$ cat config.mk
export PLATFORM = sky130hd
export DESIGN_NAME = rsr_regs
export DESIGN_NICKNAME = d
export VERILOG_FILES = /design/src/verilog/rsr_conv.v /design/src/verilog/rsr_regs.v
export VERILOG_INCLUDE_DIRS = /design/src /design/src/verilog
export SDC_FILE = /design/constraint.sdc
export NUM_CORES = 1
export LEC_CHECK = 0
export ABC_AREA = 0
export BUFFER_PORTS_ARGS = -buffer_cell sky130_fd_sc_hd__buf_2
export CORE_AREA = 2 2 76 107
export CTS_BUF_LIST = sky130_fd_sc_hd__clkbuf_2 sky130_fd_sc_hd__clkbuf_4 sky130_fd_sc_hd__clkbuf_8
export DETAILED_ROUTE_END_ITERATION = 12
export DIE_AREA = 0 0 78 109
export HOLD_SLACK_MARGIN = 0.02
export PLACE_DENSITY = 0.8
export RECOVER_POWER = 25
export SKIP_LAST_GASP = 1
export SYNTH_ARGS = -nofsm -noshare
export SYNTH_HDL_FRONTEND = slang
export SYNTH_SLANG_ARGS = --single-unit
$ cat constraint.sdc
create_clock -name ref_clk -period 1.69 [get_ports ref_clk]
set_input_delay 0.0845 -clock ref_clk [delete_from_list [all_inputs] [get_ports ref_clk]]
set_output_delay 0.0845 -clock ref_clk [all_outputs]
set_load 0.01 [all_outputs]
$ cat src/verilog/rsr_defs.vh
// What this block does
// - Trigger-conversion command starts one conversion; 8-bit result goes to readout field.
// - Result becomes valid 20 us after the trigger; host waits that long.
// - Converter source follows the four-bit select field captured at trigger time.
// - Sources include both receive mixer DC outputs and the external converter pin.
// - Readout register shows result on page 00, oscillator and supply on page 01.
// - Page 01 bit 7: 0 crystal coupled, 1 input tied to ground.
// - Page 01 bits 2..0: supply setting in use, 2.7 V plus 0.1 V steps.
// - Page 01 bits 6..3 read zero.
// - Status bit 6 set, interrupt raised, when oscillator range selection completes.
// - Status bit 5 set, interrupt raised, when supply level setting completes.
// - Status bit 4 set, interrupt raised, when filter calibration completes.
// - Status bit 3 set, interrupt raised, when triggered conversion completes.
// - Status bit 2 reads 1 while anti-collision support is enabled.
// - Status bit 1 shows gain limiter active after limiter on/off commands.
// - Status bit 0 shows auxiliary synthesizer selected after hop commands.
// - Command status register is read-only; bit 7 reads zero.
// - Version register returns a fixed 8-bit code on every read.
// - Interrupt pin rises only for enabled events; flags always recorded.
`ifndef RSR_DEFS_VH
`define RSR_DEFS_VH

// Register indices, byte address is four times the index
`define RSR_IDX_READOUT 6'h2d
`define RSR_IDX_CMDSTAT 6'h2e
`define RSR_IDX_VERSION 6'h33
`define RSR_IDX_CMD 6'h3a
`define RSR_IDX_CTRL 6'h3b
`define RSR_IDX_IRQ_STAT 6'h3c
`define RSR_IDX_IRQ_EN 6'h3d

// Direct command codes
`define RSR_CMD_HOP_MAIN 8'h84
`define RSR_CMD_HOP_AUX 8'h85
`define RSR_CMD_CONV 8'h87
`define RSR_CMD_FCAL 8'h88
`define RSR_CMD_SUPP_AUTO 8'ha2
`define RSR_CMD_SUPP_MAN 8'ha3
`define RSR_CMD_VCO_AUTO 8'ha4
`define RSR_CMD_VCO_MAN 8'ha5
`define RSR_CMD_AGL_ON 8'ha6
`define RSR_CMD_AGL_OFF 8'ha7

// Readout pages
`define RSR_PAGE_RESULT 2'h0
`define RSR_PAGE_OSC 2'h1

// Control register fields
`define RSR_CTRL_PAGE_LSB 0
`define RSR_CTRL_PAGE_MSB 1
`define RSR_CTRL_ACOL_BIT 4
`define RSR_CTRL_MSEL_LSB 8
`define RSR_CTRL_MSEL_MSB 11
`define RSR_CTRL_RESET 32'h0000_0000
`define RSR_CTRL_MASK 32'h0000_0f13

// Command status bit positions
`define RSR_ST_VCO 6
`define RSR_ST_SUPP 5
`define RSR_ST_FCAL 4
`define RSR_ST_CONV 3
`define RSR_ST_ACOL 2
`define RSR_ST_AGL 1
`define RSR_ST_AUX 0
`define RSR_EV_LSB 3
`define RSR_EV_MSB 6
`define RSR_IRQ_EN_RESET 4'hf

// Converter source codes
`define RSR_MSEL_MIX_I 4'h0
`define RSR_MSEL_MIX_Q 4'h1
`define RSR_MSEL_EXT_PIN 4'h2

// Conversion timing
`define RSR_CLK_MHZ 25
`define RSR_CONV_TIME_US 20
`define RSR_CONV_CYCLES (`RSR_CONV_TIME_US * `RSR_CLK_MHZ)
`define RSR_CONV_CNT_W 9

`endif

$ cat src/verilog/rsr_conv.v
`timescale 1ns/1ps
`include "rsr_defs.vh"
module rsr_conv (
  ref_clk,
  sys_rst,
  start,
  sample,
  result,
  done,
  busy
);
  input wire ref_clk;
  input wire sys_rst;
  input wire start;
  input wire [7:0] sample;
  output reg [7:0] result;
  output reg done;
  output reg busy;

  localparam integer LAST_INT = `RSR_CONV_CYCLES - 1;
  localparam [`RSR_CONV_CNT_W-1:0] LAST_CNT = LAST_INT[`RSR_CONV_CNT_W-1:0];

  reg [`RSR_CONV_CNT_W-1:0] cnt_r;

  // Waits the conversion time, then captures the settled sample
  always @(posedge ref_clk)
  begin
    if (sys_rst)
    begin
      result <= 8'h00;
      done <= 1'b0;
      busy <= 1'b0;
      cnt_r <= {`RSR_CONV_CNT_W{1'b0}};
    end
    else
    begin
      done <= 1'b0;
      if (start)
      begin
        busy <= 1'b1;
        cnt_r <= {`RSR_CONV_CNT_W{1'b0}};
      end
      else if (busy)
      begin
        if (cnt_r == LAST_CNT)
        begin
          busy <= 1'b0;
          result <= sample;
          done <= 1'b1;
        end
        else
        begin
          cnt_r <= cnt_r + 1'b1;
        end
      end
    end
  end
endmodule // rsr_conv

$ cat src/verilog/rsr_regs.v
// Added by the designer: the APB register port.
`timescale 1ns/1ps
`include "rsr_defs.vh"
module rsr_regs #(
  parameter [7:0] VERSION_CODE = 8'h5a // Arbitrary value
) (
  ref_clk,
  sys_rst,
  paddr,
  psel,
  penable,
  pwrite,
  pwdata,
  prdata,
  pready,
  pslverr,
  adc_value,
  osc_input_pin,
  supply_level_setting,
  fcal_done_in,
  supp_done_in,
  vco_done_in,
  adc_src_sel,
  adc_start,
  fcal_start,
  supp_start,
  supp_auto,
  vco_start,
  vco_auto,
  agl_en,
  aux_pll_sel,
  irq
);
  input wire ref_clk;
  input wire sys_rst;
  input wire [7:0] paddr;
  input wire psel;
  input wire penable;
  input wire pwrite;
  input wire [31:0] pwdata;
  output reg [31:0] prdata;
  output wire pready;
  output reg pslverr;
  input wire [7:0] adc_value;
  input wire osc_input_pin;
  input wire [2:0] supply_level_setting;
  input wire fcal_done_in;
  input wire supp_done_in;
  input wire vco_done_in;
  output reg [3:0] adc_src_sel;
  output reg adc_start;
  output reg fcal_start;
  output reg supp_start;
  output reg supp_auto;
  output reg vco_start;
  output reg vco_auto;
  output reg agl_en;
  output reg aux_pll_sel;
  output reg irq;

  localparam SYNC_W = 15;

  reg [SYNC_W-1:0] meta_r;
  reg [SYNC_W-1:0] sync_r;
  reg [2:0] done_prev_r;
  reg [31:0] ctrl_r;
  reg [3:0] irq_en_r;
  reg [3:0] irq_stat_r;
  reg [3:0] irq_stat_nxt;
  reg [3:0] flag_r;
  reg [3:0] flag_nxt;
  reg [31:0] rd_nxt;
  reg map_ok;

  wire [SYNC_W-1:0] pin_in;
  wire [7:0] adc_s;
  wire osc_s;
  wire [2:0] vs_s;
  wire [2:0] done_s;
  wire [2:0] done_rise;
  wire [5:0] idx;
  wire acc;
  wire wr;
  wire cmd_go;
  wire [7:0] cmd_code;
  wire [3:0] issue;
  wire [3:0] ev;
  wire [1:0] page;
  wire [7:0] readout;
  wire [7:0] cmdstat;
  wire [7:0] conv_result;
  wire conv_done;

  // Two-stage synchronisers on every pin input
  assign pin_in = {vco_done_in, supp_done_in, fcal_done_in, supply_level_setting, osc_input_pin, adc_value};

  genvar g;
  generate
    for (g = 0; g < SYNC_W; g = g + 1)
    begin : g_sync
      always @(posedge ref_clk)
      begin
        if (sys_rst)
        begin
          meta_r[g] <= 1'b0;
          sync_r[g] <= 1'b0;
        end
        else
        begin
          meta_r[g] <= pin_in[g];
          sync_r[g] <= meta_r[g];
        end
      end
    end
  endgenerate

  assign adc_s = sync_r[7:0];
  assign osc_s = sync_r[8];
  assign vs_s = sync_r[11:9];
  assign done_s = sync_r[14:12];
  assign done_rise = done_s & ~done_prev_r;

  // APB decode; answers in the first access cycle
  assign idx = paddr[7:2];
  assign acc = psel & penable;
  assign wr = acc & pwrite;
  assign pready = 1'b1;
  assign cmd_go = wr && map_ok && (idx == `RSR_IDX_CMD);
  assign cmd_code = pwdata[7:0];
  assign page = ctrl_r[`RSR_CTRL_PAGE_MSB:`RSR_CTRL_PAGE_LSB];

  // Command issue per event flag: vco, supply, calibration, conversion
  assign issue[`RSR_ST_VCO - `RSR_EV_LSB] = cmd_go &&
    (cmd_code == `RSR_CMD_VCO_AUTO || cmd_code == `RSR_CMD_VCO_MAN);
  assign issue[`RSR_ST_SUPP - `RSR_EV_LSB] = cmd_go &&
    (cmd_code == `RSR_CMD_SUPP_AUTO || cmd_code == `RSR_CMD_SUPP_MAN);
  assign issue[`RSR_ST_FCAL - `RSR_EV_LSB] = cmd_go && (cmd_code == `RSR_CMD_FCAL);
  assign issue[`RSR_ST_CONV - `RSR_EV_LSB] = cmd_go && (cmd_code == `RSR_CMD_CONV);

  // Completion events
  assign ev[`RSR_ST_VCO - `RSR_EV_LSB] = done_rise[2];
  assign ev[`RSR_ST_SUPP - `RSR_EV_LSB] = done_rise[1];
  assign ev[`RSR_ST_FCAL - `RSR_EV_LSB] = done_rise[0];
  assign ev[`RSR_ST_CONV - `RSR_EV_LSB] = conv_done;

  rsr_conv u_conv (
    .ref_clk(ref_clk),
    .sys_rst(sys_rst),
    .start(adc_start),
    .sample(adc_s),
    .result(conv_result),
    .done(conv_done),
    .busy()
  );

  // Readout page mux
  assign readout = (page == `RSR_PAGE_RESULT) ? conv_result :
    (page == `RSR_PAGE_OSC) ? {osc_s, 4'h0, vs_s} :
    8'h00;

  assign cmdstat = {1'b0, flag_r, ctrl_r[`RSR_CTRL_ACOL_BIT], agl_en, aux_pll_sel};

  // Completion flags: clear on reissue, set wins
  always @*
  begin
    flag_nxt = (flag_r & ~issue) | ev;
    irq_stat_nxt = irq_stat_r | ev;
    if (wr && map_ok && idx == `RSR_IDX_IRQ_STAT)
    begin
      irq_stat_nxt = (irq_stat_r & ~pwdata[`RSR_EV_MSB:`RSR_EV_LSB]) | ev;
    end
  end

  // Read data and address map
  always @*
  begin
    rd_nxt = 32'h0000_0000;
    map_ok = 1'b1;
    case (idx)
      `RSR_IDX_READOUT: rd_nxt = {24'h000000, readout};
      `RSR_IDX_CMDSTAT: rd_nxt = {24'h000000, cmdstat};
      `RSR_IDX_VERSION: rd_nxt = {24'h000000, VERSION_CODE};
      `RSR_IDX_CMD: rd_nxt = 32'h0000_0000;
      `RSR_IDX_CTRL: rd_nxt = ctrl_r;
      `RSR_IDX_IRQ_STAT: rd_nxt = {25'h0000000, irq_stat_r, 3'h0};
      `RSR_IDX_IRQ_EN: rd_nxt = {25'h0000000, irq_en_r, 3'h0};
      default: map_ok = 1'b0;
    endcase
    if (paddr[1:0] != 2'h0)
    begin
      map_ok = 1'b0;
    end
  end

  always @(posedge ref_clk)
  begin
    if (sys_rst)
    begin
      prdata <= 32'h0000_0000;
      pslverr <= 1'b0;
      done_prev_r <= 3'h0;
      ctrl_r <= `RSR_CTRL_RESET;
      irq_en_r <= `RSR_IRQ_EN_RESET;
      irq_stat_r <= 4'h0;
      flag_r <= 4'h0;
      adc_src_sel <= `RSR_MSEL_MIX_I;
      adc_start <= 1'b0;
      fcal_start <= 1'b0;
      supp_start <= 1'b0;
      supp_auto <= 1'b0;
      vco_start <= 1'b0;
      vco_auto <= 1'b0;
      agl_en <= 1'b0;
      aux_pll_sel <= 1'b0;
      irq <= 1'b0;
    end
    else
    begin
      done_prev_r <= done_s;
      flag_r <= flag_nxt;
      irq_stat_r <= irq_stat_nxt;
      irq <= |(irq_stat_nxt & irq_en_r);
      adc_start <= issue[`RSR_ST_CONV - `RSR_EV_LSB];
      fcal_start <= issue[`RSR_ST_FCAL - `RSR_EV_LSB];
      supp_start <= issue[`RSR_ST_SUPP - `RSR_EV_LSB];
      vco_start <= issue[`RSR_ST_VCO - `RSR_EV_LSB];
      if (psel && !penable)
      begin
        prdata <= pwrite ? 32'h0000_0000 : rd_nxt;
        pslverr <= ~map_ok;
      end
      if (wr && map_ok && idx == `RSR_IDX_CTRL)
      begin
        ctrl_r <= pwdata & `RSR_CTRL_MASK;
      end
      if (wr && map_ok && idx == `RSR_IDX_IRQ_EN)
      begin
        irq_en_r <= pwdata[`RSR_EV_MSB:`RSR_EV_LSB];
      end
      if (issue[`RSR_ST_CONV - `RSR_EV_LSB])
      begin
        adc_src_sel <= ctrl_r[`RSR_CTRL_MSEL_MSB:`RSR_CTRL_MSEL_LSB];
      end
      if (issue[`RSR_ST_SUPP - `RSR_EV_LSB])
      begin
        supp_auto <= (cmd_code == `RSR_CMD_SUPP_AUTO);
      end
      if (issue[`RSR_ST_VCO - `RSR_EV_LSB])
      begin
        vco_auto <= (cmd_code == `RSR_CMD_VCO_AUTO);
      end
      if (cmd_go && cmd_code == `RSR_CMD_AGL_ON)
      begin
        agl_en <= 1'b1;
      end
      if (cmd_go && cmd_code == `RSR_CMD_AGL_OFF)
      begin
        agl_en <= 1'b0;
      end
      if (cmd_go && cmd_code == `RSR_CMD_HOP_AUX)
      begin
        aux_pll_sel <= 1'b1;
      end
      if (cmd_go && cmd_code == `RSR_CMD_HOP_MAIN)
      begin
        aux_pll_sel <= 1'b0;
      end
    end
  end
endmodule // rsr_regs

Word level (Yosys, flattened, before mapping)
Cells that the tools add are included.
- word-level logic and storage cells: 125
- bits of input ports: 60
- output and inout bits: 47
- flip-flop bits (word level): 117
- muxes and demuxes: 11
- bitwise operators: 16
- equality and inequality tests: 19
- reductions and logical operators: 27
- $add $sub $neg: 1
- operators with widths (operator ; number):
    == test 8 bit (second input constant) ; 10
    case mux 12 bit (6 select lines) ; 1
    == test 6 bit (second input constant) ; 7
    two-way mux 32 bit ; 1
    two-way mux 8 bit ; 2
    logical AND 1 bit ; 14
    bitwise AND 4 bit ; 3
    OR 4 bit ; 3
    adder 9 x 1 -> 9 bit (second input constant) ; 1
    == test 9 bit (second input constant) ; 1
    inverter 4 bit ; 2
    OR reduction 7 bit ; 1
    two-way mux 1 bit ; 6
    OR reduction 2 bit ; 3
    two-way mux 4 bit ; 1
    inverter 1 bit ; 4
    OR reduction 4 bit ; 1
    bitwise AND 3 bit ; 1
    inverter 3 bit ; 1
    AND reduction 3 bit ; 1
    OR reduction 3 bit ; 1
    bitwise AND 1 bit ; 2
    == test 2 x 1 -> 1 bit (second input constant) ; 1
    logical NOT 2 bit ; 1
    other kinds (4) ; 5

Longest topological paths before layout
Gate-level depths: netlist (run 1).
- depth after elaboration: 10
- mapped depth: 6
- mapped depth without buffers: 5

Cells and area by module
Synthesis (run 1) repeated with hierarchy kept, for this count alone.
- cells, all modules: 434
- area, all modules: 4015.1 sq um
- by module, submodules not included (module ; sequential area each (sq um) ; instances ; area an instance (sq um) ; cells each):
    rsr_regs ; 1561.5 ; 1 ; 3140.5 ; 344
    rsr_conv ; 380.4 ; 1 ; 874.6 ; 90

Least setup slack after synthesis (run 1)
No wires, ideal clock.
- path kind: reg-to-reg
- from: register u_conv.cnt_r[0]
- to: register u_conv.result[0]
- slack: 136 ps
- data arrival time: 1426 ps
- setup time: 128 ps
- buffers on the path: 1
- data required time: 1562 ps
- cell stages (with the launch flop): 7
- period minus slack after synthesis: 1554 ps
- path through: dfxtp_1 > ha_1 > nand4bb_1 > nor4b_1 > buf_2 > mux2i_1 > nor2_1
- longest elaborated chain between the ends: 2
- RTL lines (item ; RTL line ; source):
    start: declaration ; rsr_conv.v:23 ; reg [`RSR_CONV_CNT_W-1:0] cnt_r;
    start signal: assignment ; rsr_conv.v:33 ; cnt_r <= {`RSR_CONV_CNT_W{1'b0}};
    start signal: assignment ; rsr_conv.v:41 ; cnt_r <= {`RSR_CONV_CNT_W{1'b0}};
    start signal: assignment ; rsr_conv.v:53 ; cnt_r <= cnt_r + 1'b1;
    == test 9 bit ; rsr_conv.v:45 ; if (cnt_r == LAST_CNT)
    AND reduction 3 bit (no line) ; -- ;
    end signal: assignment ; rsr_conv.v:48 ; result <= sample;
    end: declaration ; rsr_conv.v:16 ; output reg [7:0] result;
No other way between the ends.
A chain may end at the register's enable or synchronous reset.

Final worst setup path (run 1)
- from: register u_conv.cnt_r[1]
- to: register u_conv.result[6]
Same word-level chain as after synthesis.

==> results of run 1 <==
-- critical path, delay by kind of cell (launching register included) --
kind                       cells  cell delay [ps]
and+or+nand+nor                3              500
DFF                            1              350
adders and majority gates      1              220
muxes                          1              180
buffers and inverters          1              220
-- cell families after synthesis --
logic type | Yosys count
AND/OR/NAND/NOR | 165
flip-flops | 97
AO/OA/AOI/OAI | 74
buffers and inverters | 44
multiplexers | 28
XOR/XNOR | 5
other | 2
adder cells (fa/ha/maj) | 1
-- metal layers --
metal	part of all wire	up-vias	GRT usage
met1	0.40	1546	0.239
met4	0.022	0	0.104
met3	0.050	17	0.0422
li1	-	1610	-
met2	0.53	97	0.391
met5	0	-	0
-- registers in the layout, indices dropped and copies added, names as in the netlist, 7 cells and up --
| signal | count |
|---|---|
| u_conv.cnt_r | 9 |
| prdata | 12 |
| ctrl_r | 7 |
| adc_s | 8 |
| meta_r | 15 |
| u_conv.result | 8 |
-- Yosys cell counts (all sizes together) (4+ instances only) --
cell    number
dfxtp       97
nor2        46
nor2b       43
o21ai       30
buf         26
mux2i       21
a21oi       19
clkbuf      16
nand3       12
nand2       10
nor3         8
mux2         7
or3          7
a22oi        5
a311oi       5
and3         5
nand2b       5
a221oi       4
nand4        4
xor2         4
-- final cells by class --
cell class	instances	area [um^2]
Fill cell	641	2760
Sequential cell	97	1940
Multi-Input combinational cell	294	1910
Timing Repair Buffer	105	687
Clock buffer	10	138
Tap cell	100	125
Clock inverter	6	42.5
Inverter	2	7.51
-- worst paths after layout --
kind	startpoint	end	slack, ps
hold / removal	paddr[7]	pslverr	40
hold reg to reg	meta_r[6]	adc_s[6]	440
setup / recovery	u_conv.cnt_r[1]	u_conv.result[6]	90
setup reg to reg	u_conv.cnt_r[1]	u_conv.result[6]	90
-- stage by stage --
stage / instances / cell area [um^2] / utilization / hold slack, ps
floorplan: 435 / 4070 / - / 193
global placement: 571 / 4380 / 0.575 / 292
detailed placement: 571 / 4380 / 0.575 / 298
CTS: 614 / 4830 / 0.636 / 21.2
global route: 614 / 4850 / 0.638 / 44.6
finish: 614 / 4850 / 0.638 / 44.3
-- power groups by stage --
stage	clock, mW	combinational [mW]	sequential [mW]
after floorplan	0	0.205	2.40
after global placement	0	0.267	2.40
after detailed placement	0	0.274	2.40
after CTS	1.41	0.316	2.35
after global routing	1.50	0.351	2.35
final	1.38	0.320	2.35
-- what timing repair did --
action | CTS | global route
buffers inserted | 3 | 0
pin swaps | 2 | 1
hold buffers | 23 | 0
hold endpoints to repair | 23 | 0
setup endpoints to repair | 7 | 9
cloned | 1 | 0
gates resized for setup | 8 | 1
==> results.toml, run 1 <==
[power_and_ir_drop]
pwr_density_cell_mw_per_mm2 = 836
sequential_share_of_power = 0.579
max-vdd-ir-drop_mv = 0.896
power_leakage_nw = 1.91
post-layout-total-power_mw = 4.05
p_sw_frac = 0.247
power_report.internal_total_mw = 3.05
net-switching-power_mw = 1.00
combinationalPowerShare = 0.079
p_clk_frac = 0.342

[floorplan]
initial_core_util = 0.526
die-area_mm2 = 0.00850
floorplan.die.width_um = 78
std_cell_rows = 38
ios = 107
vert_die_dim_um = 109
core_area_mm2 = 0.00761

[clock_network]
cts_inserted_buffers = 9
htree_num_levels = 3
cts_tree = "done"
clock_transition_at_the_registers_of_the_reported_paths_ps = 100
clock_tree.root_cell = "sky130_fd_sc_hd__clkbuf_8"
clk-insertion-delay-late_ps = 370
cts_num_sinks = 97
clock_tree.buffer_depth = 2

[global_route]
grt_start_max_net_pins = 41
first_pass_grt_wire_length_mm = 14.3
track_usage = 0.215
number_of_global_route_vias_before_repair = 3066
grt-ovfl-total = 0
antenna_found_initial = 0

[timing]
layout_worst_path_cycle_share = 0.944
min_period_ps = 1600
max_freq_ghz = 0.627
timing.final.ws_setup_ps = 94.6
slew_headroom = 0.649
totalNegativeSetupSlack_ps = 0
finalHoldViolations = 0
slew_viol_final = 0
grt_setup_unrepaired = "no"
finalSetupViolations = 0
max_slew.worst_pin.slew_ps = 522
fin_worst_skew_ps = 15.1

[worst_setup_path]
crit_slowest_cell = "sky130_fd_sc_hd__dfxtp_2"
crit_path_max_incr_delay_ps = 350
worst-endpoint-required_ps = 1940
timing.critical_path.from_type = "flop"
arrival_ps = 1840
worst-path-max-fanout = 4
class_of_the_most_critical_setup_path = "flop to flop"
timing.reg2reg.worst_path_depth = 6
critical_path.cell_chain = "ha_2 > nand4bb_4 > nor4b_4 > buf_4 > mux2i_1 > nor2_1"
critPathCaptureType = "flop"

[synthesis]
synthDominantAreaCellType = "sky130_fd_sc_hd__dfxtp_1"
synth_compound_area_frac = 0.115
synth_sequential_area_ratio = 0.485
synth.lib_cells_used.distinct = 52
ys.warnings.count = 0
async_flop_share = 0
synthesis.instances = 416
synth_edf_count = 0
synthFlopType = "sky130_fd_sc_hd__dfxtp_1"
synth-simple-area-share = 0.247
yosys-mux-area-fraction = 0.0723
fraction_of_the_mapped_netlist_area_in_adder_cells = 0.00313
dominant_combinational_cell_family_by_area_after_synthesis = "simple AND/OR/NAND/NOR gates"
synth_area_leaders = "sky130_fd_sc_hd__dfxtp_1, sky130_fd_sc_hd__nor2b_1, sky130_fd_sc_hd__mux2i_1, sky130_fd_sc_hd__buf_4, sky130_fd_sc_hd__nor2_1"
synth-seq-cells = 97
yosysTopAreaCellShare = 0.485
netlist_area_before_placement_mm2 = 0.00400
post_synth_xor_area_fraction = 0.0109
synth_area_per_cell_um2 = 9.62

[cells_and_area]
syn2layout_area_growth_pct = 21.3
layout.cells.most_common = "sky130_fd_sc_hd__dfxtp_1"
final_layout_size_suffix_gt1_frac = 0.237
num_antenna_cells = 0
net_count_of_the_finished_layout = 570
top_library_cells_by_usage_in_the_layout_fill_and_taps_aside = "sky130_fd_sc_hd__dfxtp_1, sky130_fd_sc_hd__buf_2, sky130_fd_sc_hd__nor2_1"

[detailed_routing]
post_drt_wl_per_cell_um = 14.7
vias_per_cell = 5.33
postRouteWirelength_mm = 9.04
post_detailed_route_drc_marker_count = 0
vias = 3270
initial_detailed_routing_violation_count = 210
ant_nets = 0
drtPass1Iterations = 5

[placed_design]
port_buffers = 65
place_hpwl_mm = 6.37
place.gp.congestion = 0.890
post_place_worst_slack_ps = 11.5

[status]
result_of_the_run = "completed"

[worst_hold_path]
hold_class = "input pin to flop"
worst_hold_path.num_cells = 2

[job]
timing.max_cap.violations = 0
No activity file was read; power rests on OpenSTA's default activity.
==> inputs of run 2 (changes only) <==
--- a/config.mk
+++ b/config.mk
@@ -12,7 +12,7 @@
 export CTS_BUF_LIST = sky130_fd_sc_hd__clkbuf_2 sky130_fd_sc_hd__clkbuf_4 sky130_fd_sc_hd__clkbuf_8
 export DETAILED_ROUTE_END_ITERATION = 12
 export DIE_AREA = 0 0 78 109
-export HOLD_SLACK_MARGIN = 0.02
+export HOLD_SLACK_MARGIN = 0.05
 export PLACE_DENSITY = 0.8
 export RECOVER_POWER = 25
 export SKIP_LAST_GASP = 1
==> run 2 against run 1 <==
Sequential power hardly changed. Non-clock buffer count is 3 higher. Sequential share of layout area is 0.25 points lower. Critical path depth stayed put. Routed wire length is 0.12% lower. Combinational power is 2% higher. Register-to-register slack hardly changed. Core utilization is 0.39 points higher. Fmax is 0.82% lower. First-iteration DRC count is 12% higher. Largest cell class unchanged.
==> results.toml, run 2 (same netlist as run 1, synthesis figures left out) <==
[timing]
max_freq_ghz = 0.622
slew_headroom = 0.630
hold-worst-slack_ps = 117
finalSetupViolations = 0
totalNegativeSetupSlack_ps = 0
grt_setup_unrepaired = "no"
slew_viol_final = 0
fin_worst_skew_ps = 13.1
layout_worst_path_cycle_share = 0.952
min_period_ps = 1610
finalHoldViolations = 0
max_slew.worst_pin.slew_ps = 553

[cells_and_area]
layout_top_registers = "meta_r: 15 flops, prdata: 12 flops, u_conv.cnt_r: 9 flops"
top_register = "meta_r"
largest_register_ff_count = 15
top_library_cells_by_usage_in_the_layout_fill_and_taps_aside = "sky130_fd_sc_hd__dfxtp_1, sky130_fd_sc_hd__buf_2, sky130_fd_sc_hd__nor2_1"
final.fill_count = 637
layout.cells.most_common = "sky130_fd_sc_hd__dfxtp_1"
net_count_of_the_finished_layout = 573
final_layout_size_suffix_gt1_frac = 0.236
syn2layout_area_growth_pct = 22.0
finalNonFillerCells = 617
num_antenna_cells = 0

[power_and_ir_drop]
net-switching-power_mw = 0.998
power_leakage_nw = 1.92
combinationalPowerShare = 0.080
post-layout-total-power_mw = 4.06
sequential_share_of_power = 0.579
power_report.internal_total_mw = 3.06
pwr_density_cell_mw_per_mm2 = 831
p_sw_frac = 0.246
p_clk_frac = 0.341
max-vdd-ir-drop_mv = 0.896

[detailed_routing]
drtPass1Iterations = 4
postRouteWirelength_mm = 9.03
initial_detailed_routing_violation_count = 235
ant_nets = 0
vias_per_cell = 5.36
post_drt_wl_per_cell_um = 14.6
vias = 3310
post_detailed_route_drc_marker_count = 0

[floorplan]
initial_core_util = 0.526
std_cell_rows = 38
vert_die_dim_um = 109
ios = 107
core_area_mm2 = 0.00761
die-area_mm2 = 0.00850
floorplan.die.width_um = 78

[clock_network]
cts_tree = "done"
clock_transition_at_the_registers_of_the_reported_paths_ps = 100
cts_inserted_buffers = 9
clock_tree.root_cell = "sky130_fd_sc_hd__clkbuf_8"
clock_tree.buffer_depth = 2
cts_num_sinks = 97
htree_num_levels = 3
clk-insertion-delay-late_ps = 360

[global_route]
number_of_global_route_vias_before_repair = 3089
top_usage_layer = "met2"
grt-ovfl-total = 0
grt.met1_usage = 0.239
grt.met2_usage = 0.392
track_usage = 0.215
global_route_met3_utilization = 0.0414
antenna_found_initial = 0
first_pass_grt_wire_length_mm = 14.3
grt_start_max_net_pins = 41

[placed_design]
numPlacedInstances = 571
port_buffers = 65
place.gp.congestion = 0.890
place_hpwl_mm = 6.37

[worst_setup_path]
crit_slowest_cell = "sky130_fd_sc_hd__dfxtp_2"
timing.critical_path.max_delay_family = "simple AND/OR/NAND/NOR gates"
arrival_ps = 1860
timing.critical_path.from_type = "flop"
worstReg2RegStart = "u_conv.cnt_r[1]"
critPathCaptureType = "flop"
critPathLaunch = "u_conv.cnt_r[1]"
worst-endpoint-required_ps = 1940
critical_path.cell_chain = "ha_2 > nand4bb_4 > nor4b_4 > buf_4 > mux2i_1 > nor2_1"
crit_path_max_incr_delay_ps = 350
worst-path-max-fanout = 4
critPathBufInv = 1
class_of_the_most_critical_setup_path = "flop to flop"

[worst_hold_path]
worst_hold_path_startpoint = "penable"
hold_class = "input pin to flop"

[status]
result_of_the_run = "completed"

[job]
timing.max_cap.violations = 0
[run 2: cell types whose count changed in the layout (fill, tap and decap cells not counted)]
cell,delta
sky130_fd_sc_hd__dlygate4sd3_1,+3
[run 2: path summary, 6_finish.rpt]
check | end | slack [ps] | cells past startpoint
max | u_conv.result[6] | 80 | 6
min reg2reg | adc_s[6] | 440 | 1
max reg2reg | u_conv.result[6] | 80 | 6
min | pslverr | 120 | 4
[run 2: repair_timing]
| item | 4_1_cts | 5_1_grt |
|---|---|---|
| gates cloned | 1 | 0 |
| endpoints found under the setup margin | 7 | 9 |
| hold endpoints to repair | 29 | 0 |
| resized for setup | 8 | 1 |
| pin swaps | 2 | 1 |
| setup buffers | 3 | 0 |
| hold buffers | 26 | 0 |
[run 2: area by class of cell]
cell class	instances	area, um^2	area share
well taps	100	125	0.0256
inverters	2	7.51	0.00154
clock inverters	6	42.5	0.00872
flip-flops and latches	97	1940	0.398
repair buffers	108	717	0.147
clock buffers	10	138	0.0282
multi-input cells	294	1910	0.391
[run 2: power groups by stage]
| stage | sequential, mW | clock [mW] | combinational, mW |
|---|---|---|---|
| floorplan | 2.40 | 0 | 0.205 |
| global placement | 2.40 | 0 | 0.267 |
| detailed placement | 2.40 | 0 | 0.274 |
| CTS | 2.35 | 1.41 | 0.321 |
| global route | 2.35 | 1.50 | 0.356 |
| finish | 2.35 | 1.38 | 0.326 |
[run 2: metrics by stage]
stage | instance area [um^2] | utilization | worst slack (ps)
finish | 4880 | 0.642 | 81.3
global route | 4880 | 0.642 | 8.00
CTS | 4860 | 0.639 | 13.0
detailed placement | 4380 | 0.575 | 11.5
global placement | 4380 | 0.575 | 93.8
floorplan | 4070 | - | 136
[run 2: tightest hold or removal path, stage by stage]
cell and delay, ps:
sky130_fd_sc_hd__buf_2 130, sky130_fd_sc_hd__nor2b_1 80, sky130_fd_sc_hd__nor2_1 90, sky130_fd_sc_hd__a311oi_1 50
[run 2: per-layer routing]
metal,up-vias,routed length (um)
met5,-,0
met1,1573,3580
met2,101,4810
met3,17,460
met4,0,179
li1,1619,-
==> inputs of run 3 (changes only) <==
--- a/config.mk
+++ b/config.mk
@@ -8,12 +8,12 @@
 export LEC_CHECK = 0
 export ABC_AREA = 0
 export BUFFER_PORTS_ARGS = -buffer_cell sky130_fd_sc_hd__buf_2
-export CORE_AREA = 2 2 76 107
+export CORE_AREA = 2 2 90 92
 export CTS_BUF_LIST = sky130_fd_sc_hd__clkbuf_2 sky130_fd_sc_hd__clkbuf_4 sky130_fd_sc_hd__clkbuf_8
 export DETAILED_ROUTE_END_ITERATION = 12
-export DIE_AREA = 0 0 78 109
+export DIE_AREA = 0 0 92 94
 export HOLD_SLACK_MARGIN = 0.05
-export PLACE_DENSITY = 0.8
+export PLACE_DENSITY = 0.83
 export RECOVER_POWER = 25
 export SKIP_LAST_GASP = 1
 export SYNTH_ARGS = -nofsm -noshare
==> run 3 against run 2 <==
Worst hold slack got worse by 29 ps. Critical path depth is 1 lower. Register-to-register slack lost 20 ps.
==> results.toml, run 3 (same netlist as run 1, synthesis figures left out) <==
[placed_design]
place.gp.congestion = 0.928
place_hpwl_mm = 6.10
post_place_worst_slack_ps = -12.3
port_buffers = 65
numPlacedInstances = 574

[timing]
max_slew.worst_pin.slew_ps = 599
min_period_ps = 1630
max_freq_ghz = 0.615
layout_worst_path_cycle_share = 0.962
finalSetupViolations = 0
slew_headroom = 0.598
slew_viol_final = 0
timing.final.ws_setup_ps = 63.8
finalHoldViolations = 0
totalNegativeSetupSlack_ps = 0
fin_worst_skew_ps = 9.55

[clock_network]
cts_inserted_buffers = 9
cts_num_sinks = 97
clock_tree.root_cell = "sky130_fd_sc_hd__clkbuf_8"
cts_tree = "done"
clock_tree.buffer_depth = 2
htree_num_levels = 3
clock_transition_at_the_registers_of_the_reported_paths_ps = 90
clk-insertion-delay-late_ps = 370

[worst_setup_path]
critPathCaptureType = "flop"
timing.critical_path.from_type = "flop"
critPathBufInv = 1
worst-path-max-fanout = 4
critical_path.cell_chain = "nand4_1 > nor4b_4 > buf_4 > mux2i_1 > nor2_1"
class_of_the_most_critical_setup_path = "flop to flop"
crit_path_max_incr_delay_ps = 410
arrival_ps = 1890
crit_slowest_cell = "sky130_fd_sc_hd__dfxtp_1"
timing.critical_path.max_delay_family = "simple AND/OR/NAND/NOR gates"
worst-endpoint-required_ps = 1950

[global_route]
grt-ovfl-total = 0
first_pass_grt_wire_length_mm = 14.1
number_of_global_route_vias_before_repair = 2999
antenna_found_initial = 0
grt_start_max_net_pins = 64
track_usage = 0.211

[cells_and_area]
top_register = "meta_r"
net_count_of_the_finished_layout = 574
layout.core_utilization = 0.648
largest_register_ff_count = 15
layout_top_registers = "meta_r: 15 flops, prdata: 12 flops, u_conv.cnt_r: 9 flops"
final_layout_size_suffix_gt1_frac = 0.236
top_library_cells_by_usage_in_the_layout_fill_and_taps_aside = "sky130_fd_sc_hd__dfxtp_1, sky130_fd_sc_hd__buf_2, sky130_fd_sc_hd__nor2_1"
layout.cells.most_common = "sky130_fd_sc_hd__dfxtp_1"
num_antenna_cells = 0
finalNonFillerCells = 620
syn2layout_area_growth_pct = 23.3

[floorplan]
vert_die_dim_um = 94
die-area_mm2 = 0.00865
std_cell_rows = 32
core_area_mm2 = 0.00761
floorplan.die.width_um = 92
initial_core_util = 0.526
ios = 107

[power_and_ir_drop]
post-layout-total-power_mw = 4.17
max-vdd-ir-drop_mv = 0.470
pwr_density_cell_mw_per_mm2 = 845
power_leakage_nw = 1.94

[detailed_routing]
post_detailed_route_drc_marker_count = 0
postRouteWirelength_mm = 8.83
drtPass1Iterations = 5
vias = 3290
post_drt_wl_per_cell_um = 14.2
initial_detailed_routing_violation_count = 181
ant_nets = 0
vias_per_cell = 5.31

[status]
result_of_the_run = "completed"

[worst_hold_path]
hold_class = "input pin to flop"

[job]
timing.max_cap.violations = 0
-- run 3: changes by cell type in the layout (fill, tap and decap cells not counted), sizes merged --
cell | previous run | this run
clkinv | 3 | 2
buf | 82 | 83
bufinv | 0 | 1
-- run 3: path summary, 6_finish.rpt --
path                                       from                to  slack [ps]  cells past startpoint
worst max-delay path            u_conv.cnt_r[4]  u_conv.result[5]          60                      5
worst min-delay path                     pwrite         prdata[7]          90                      4
worst max register to register  u_conv.cnt_r[4]  u_conv.result[5]          60                      5
worst min register to register       meta_r[12]         done_s[0]         440                      1
-- run 3: through the flow --
stage	instance area [um^2]	hold WS, ps
2_1_floorplan	4070	193
5_1_grt	4930	118
3_5_place_dp	4400	296
4_1_cts	4910	69.9
3_3_place_gp	4400	292
6_report	4930	87.4
-- run 3: where the power goes --
group | total [mW] | leakage (nW) | internal [mW] | switching, mW
sequential | 2.35 | 0.790 | 2.33 | 0.0163
clock | 1.49 | 0.0963 | 0.705 | 0.788
combinational | 0.326 | 1.05 | 0.152 | 0.175
total | 4.17 | 1.94 | 3.19 | 0.979
-- run 3: timing repair --
| item | 4_1_cts | 5_1_grt |
|---|---|---|
| hold buffers | 26 | 0 |
| gates cloned | 1 | 0 |
| gates resized for setup | 6 | 3 |
| buffers inserted | 2 | 1 |
| pin swaps | 2 | 2 |
| endpoints found under the hold margin | 26 | 0 |
| endpoints found under the setup margin | 8 | 10 |
-- run 3: layer usage --
metal	global-route usage	vias up	share of wire
met5	0	-	0
met4	0.0908	0	0.022
met3	0.0554	19	0.071
met2	0.351	134	0.48
met1	0.259	1513	0.43
li1	-	1624	-
-- run 3: layout make-up --
type	instances	area, um^2
Inverter	2	7.51
Sequential cell	97	1940
Timing Repair Buffer	109	737
Multi-Input combinational cell	294	1920
Fill cell	623	2680
Clock inverter	6	67.6
Tap cell	102	128
Clock buffer	10	131
-- run 3: worst min-delay path, stage by stage --
cell and delay [ps]:
sky130_fd_sc_hd__buf_2 140, sky130_fd_sc_hd__nor2_1 60, sky130_fd_sc_hd__nand3_1 70, sky130_fd_sc_hd__a21oi_1 60
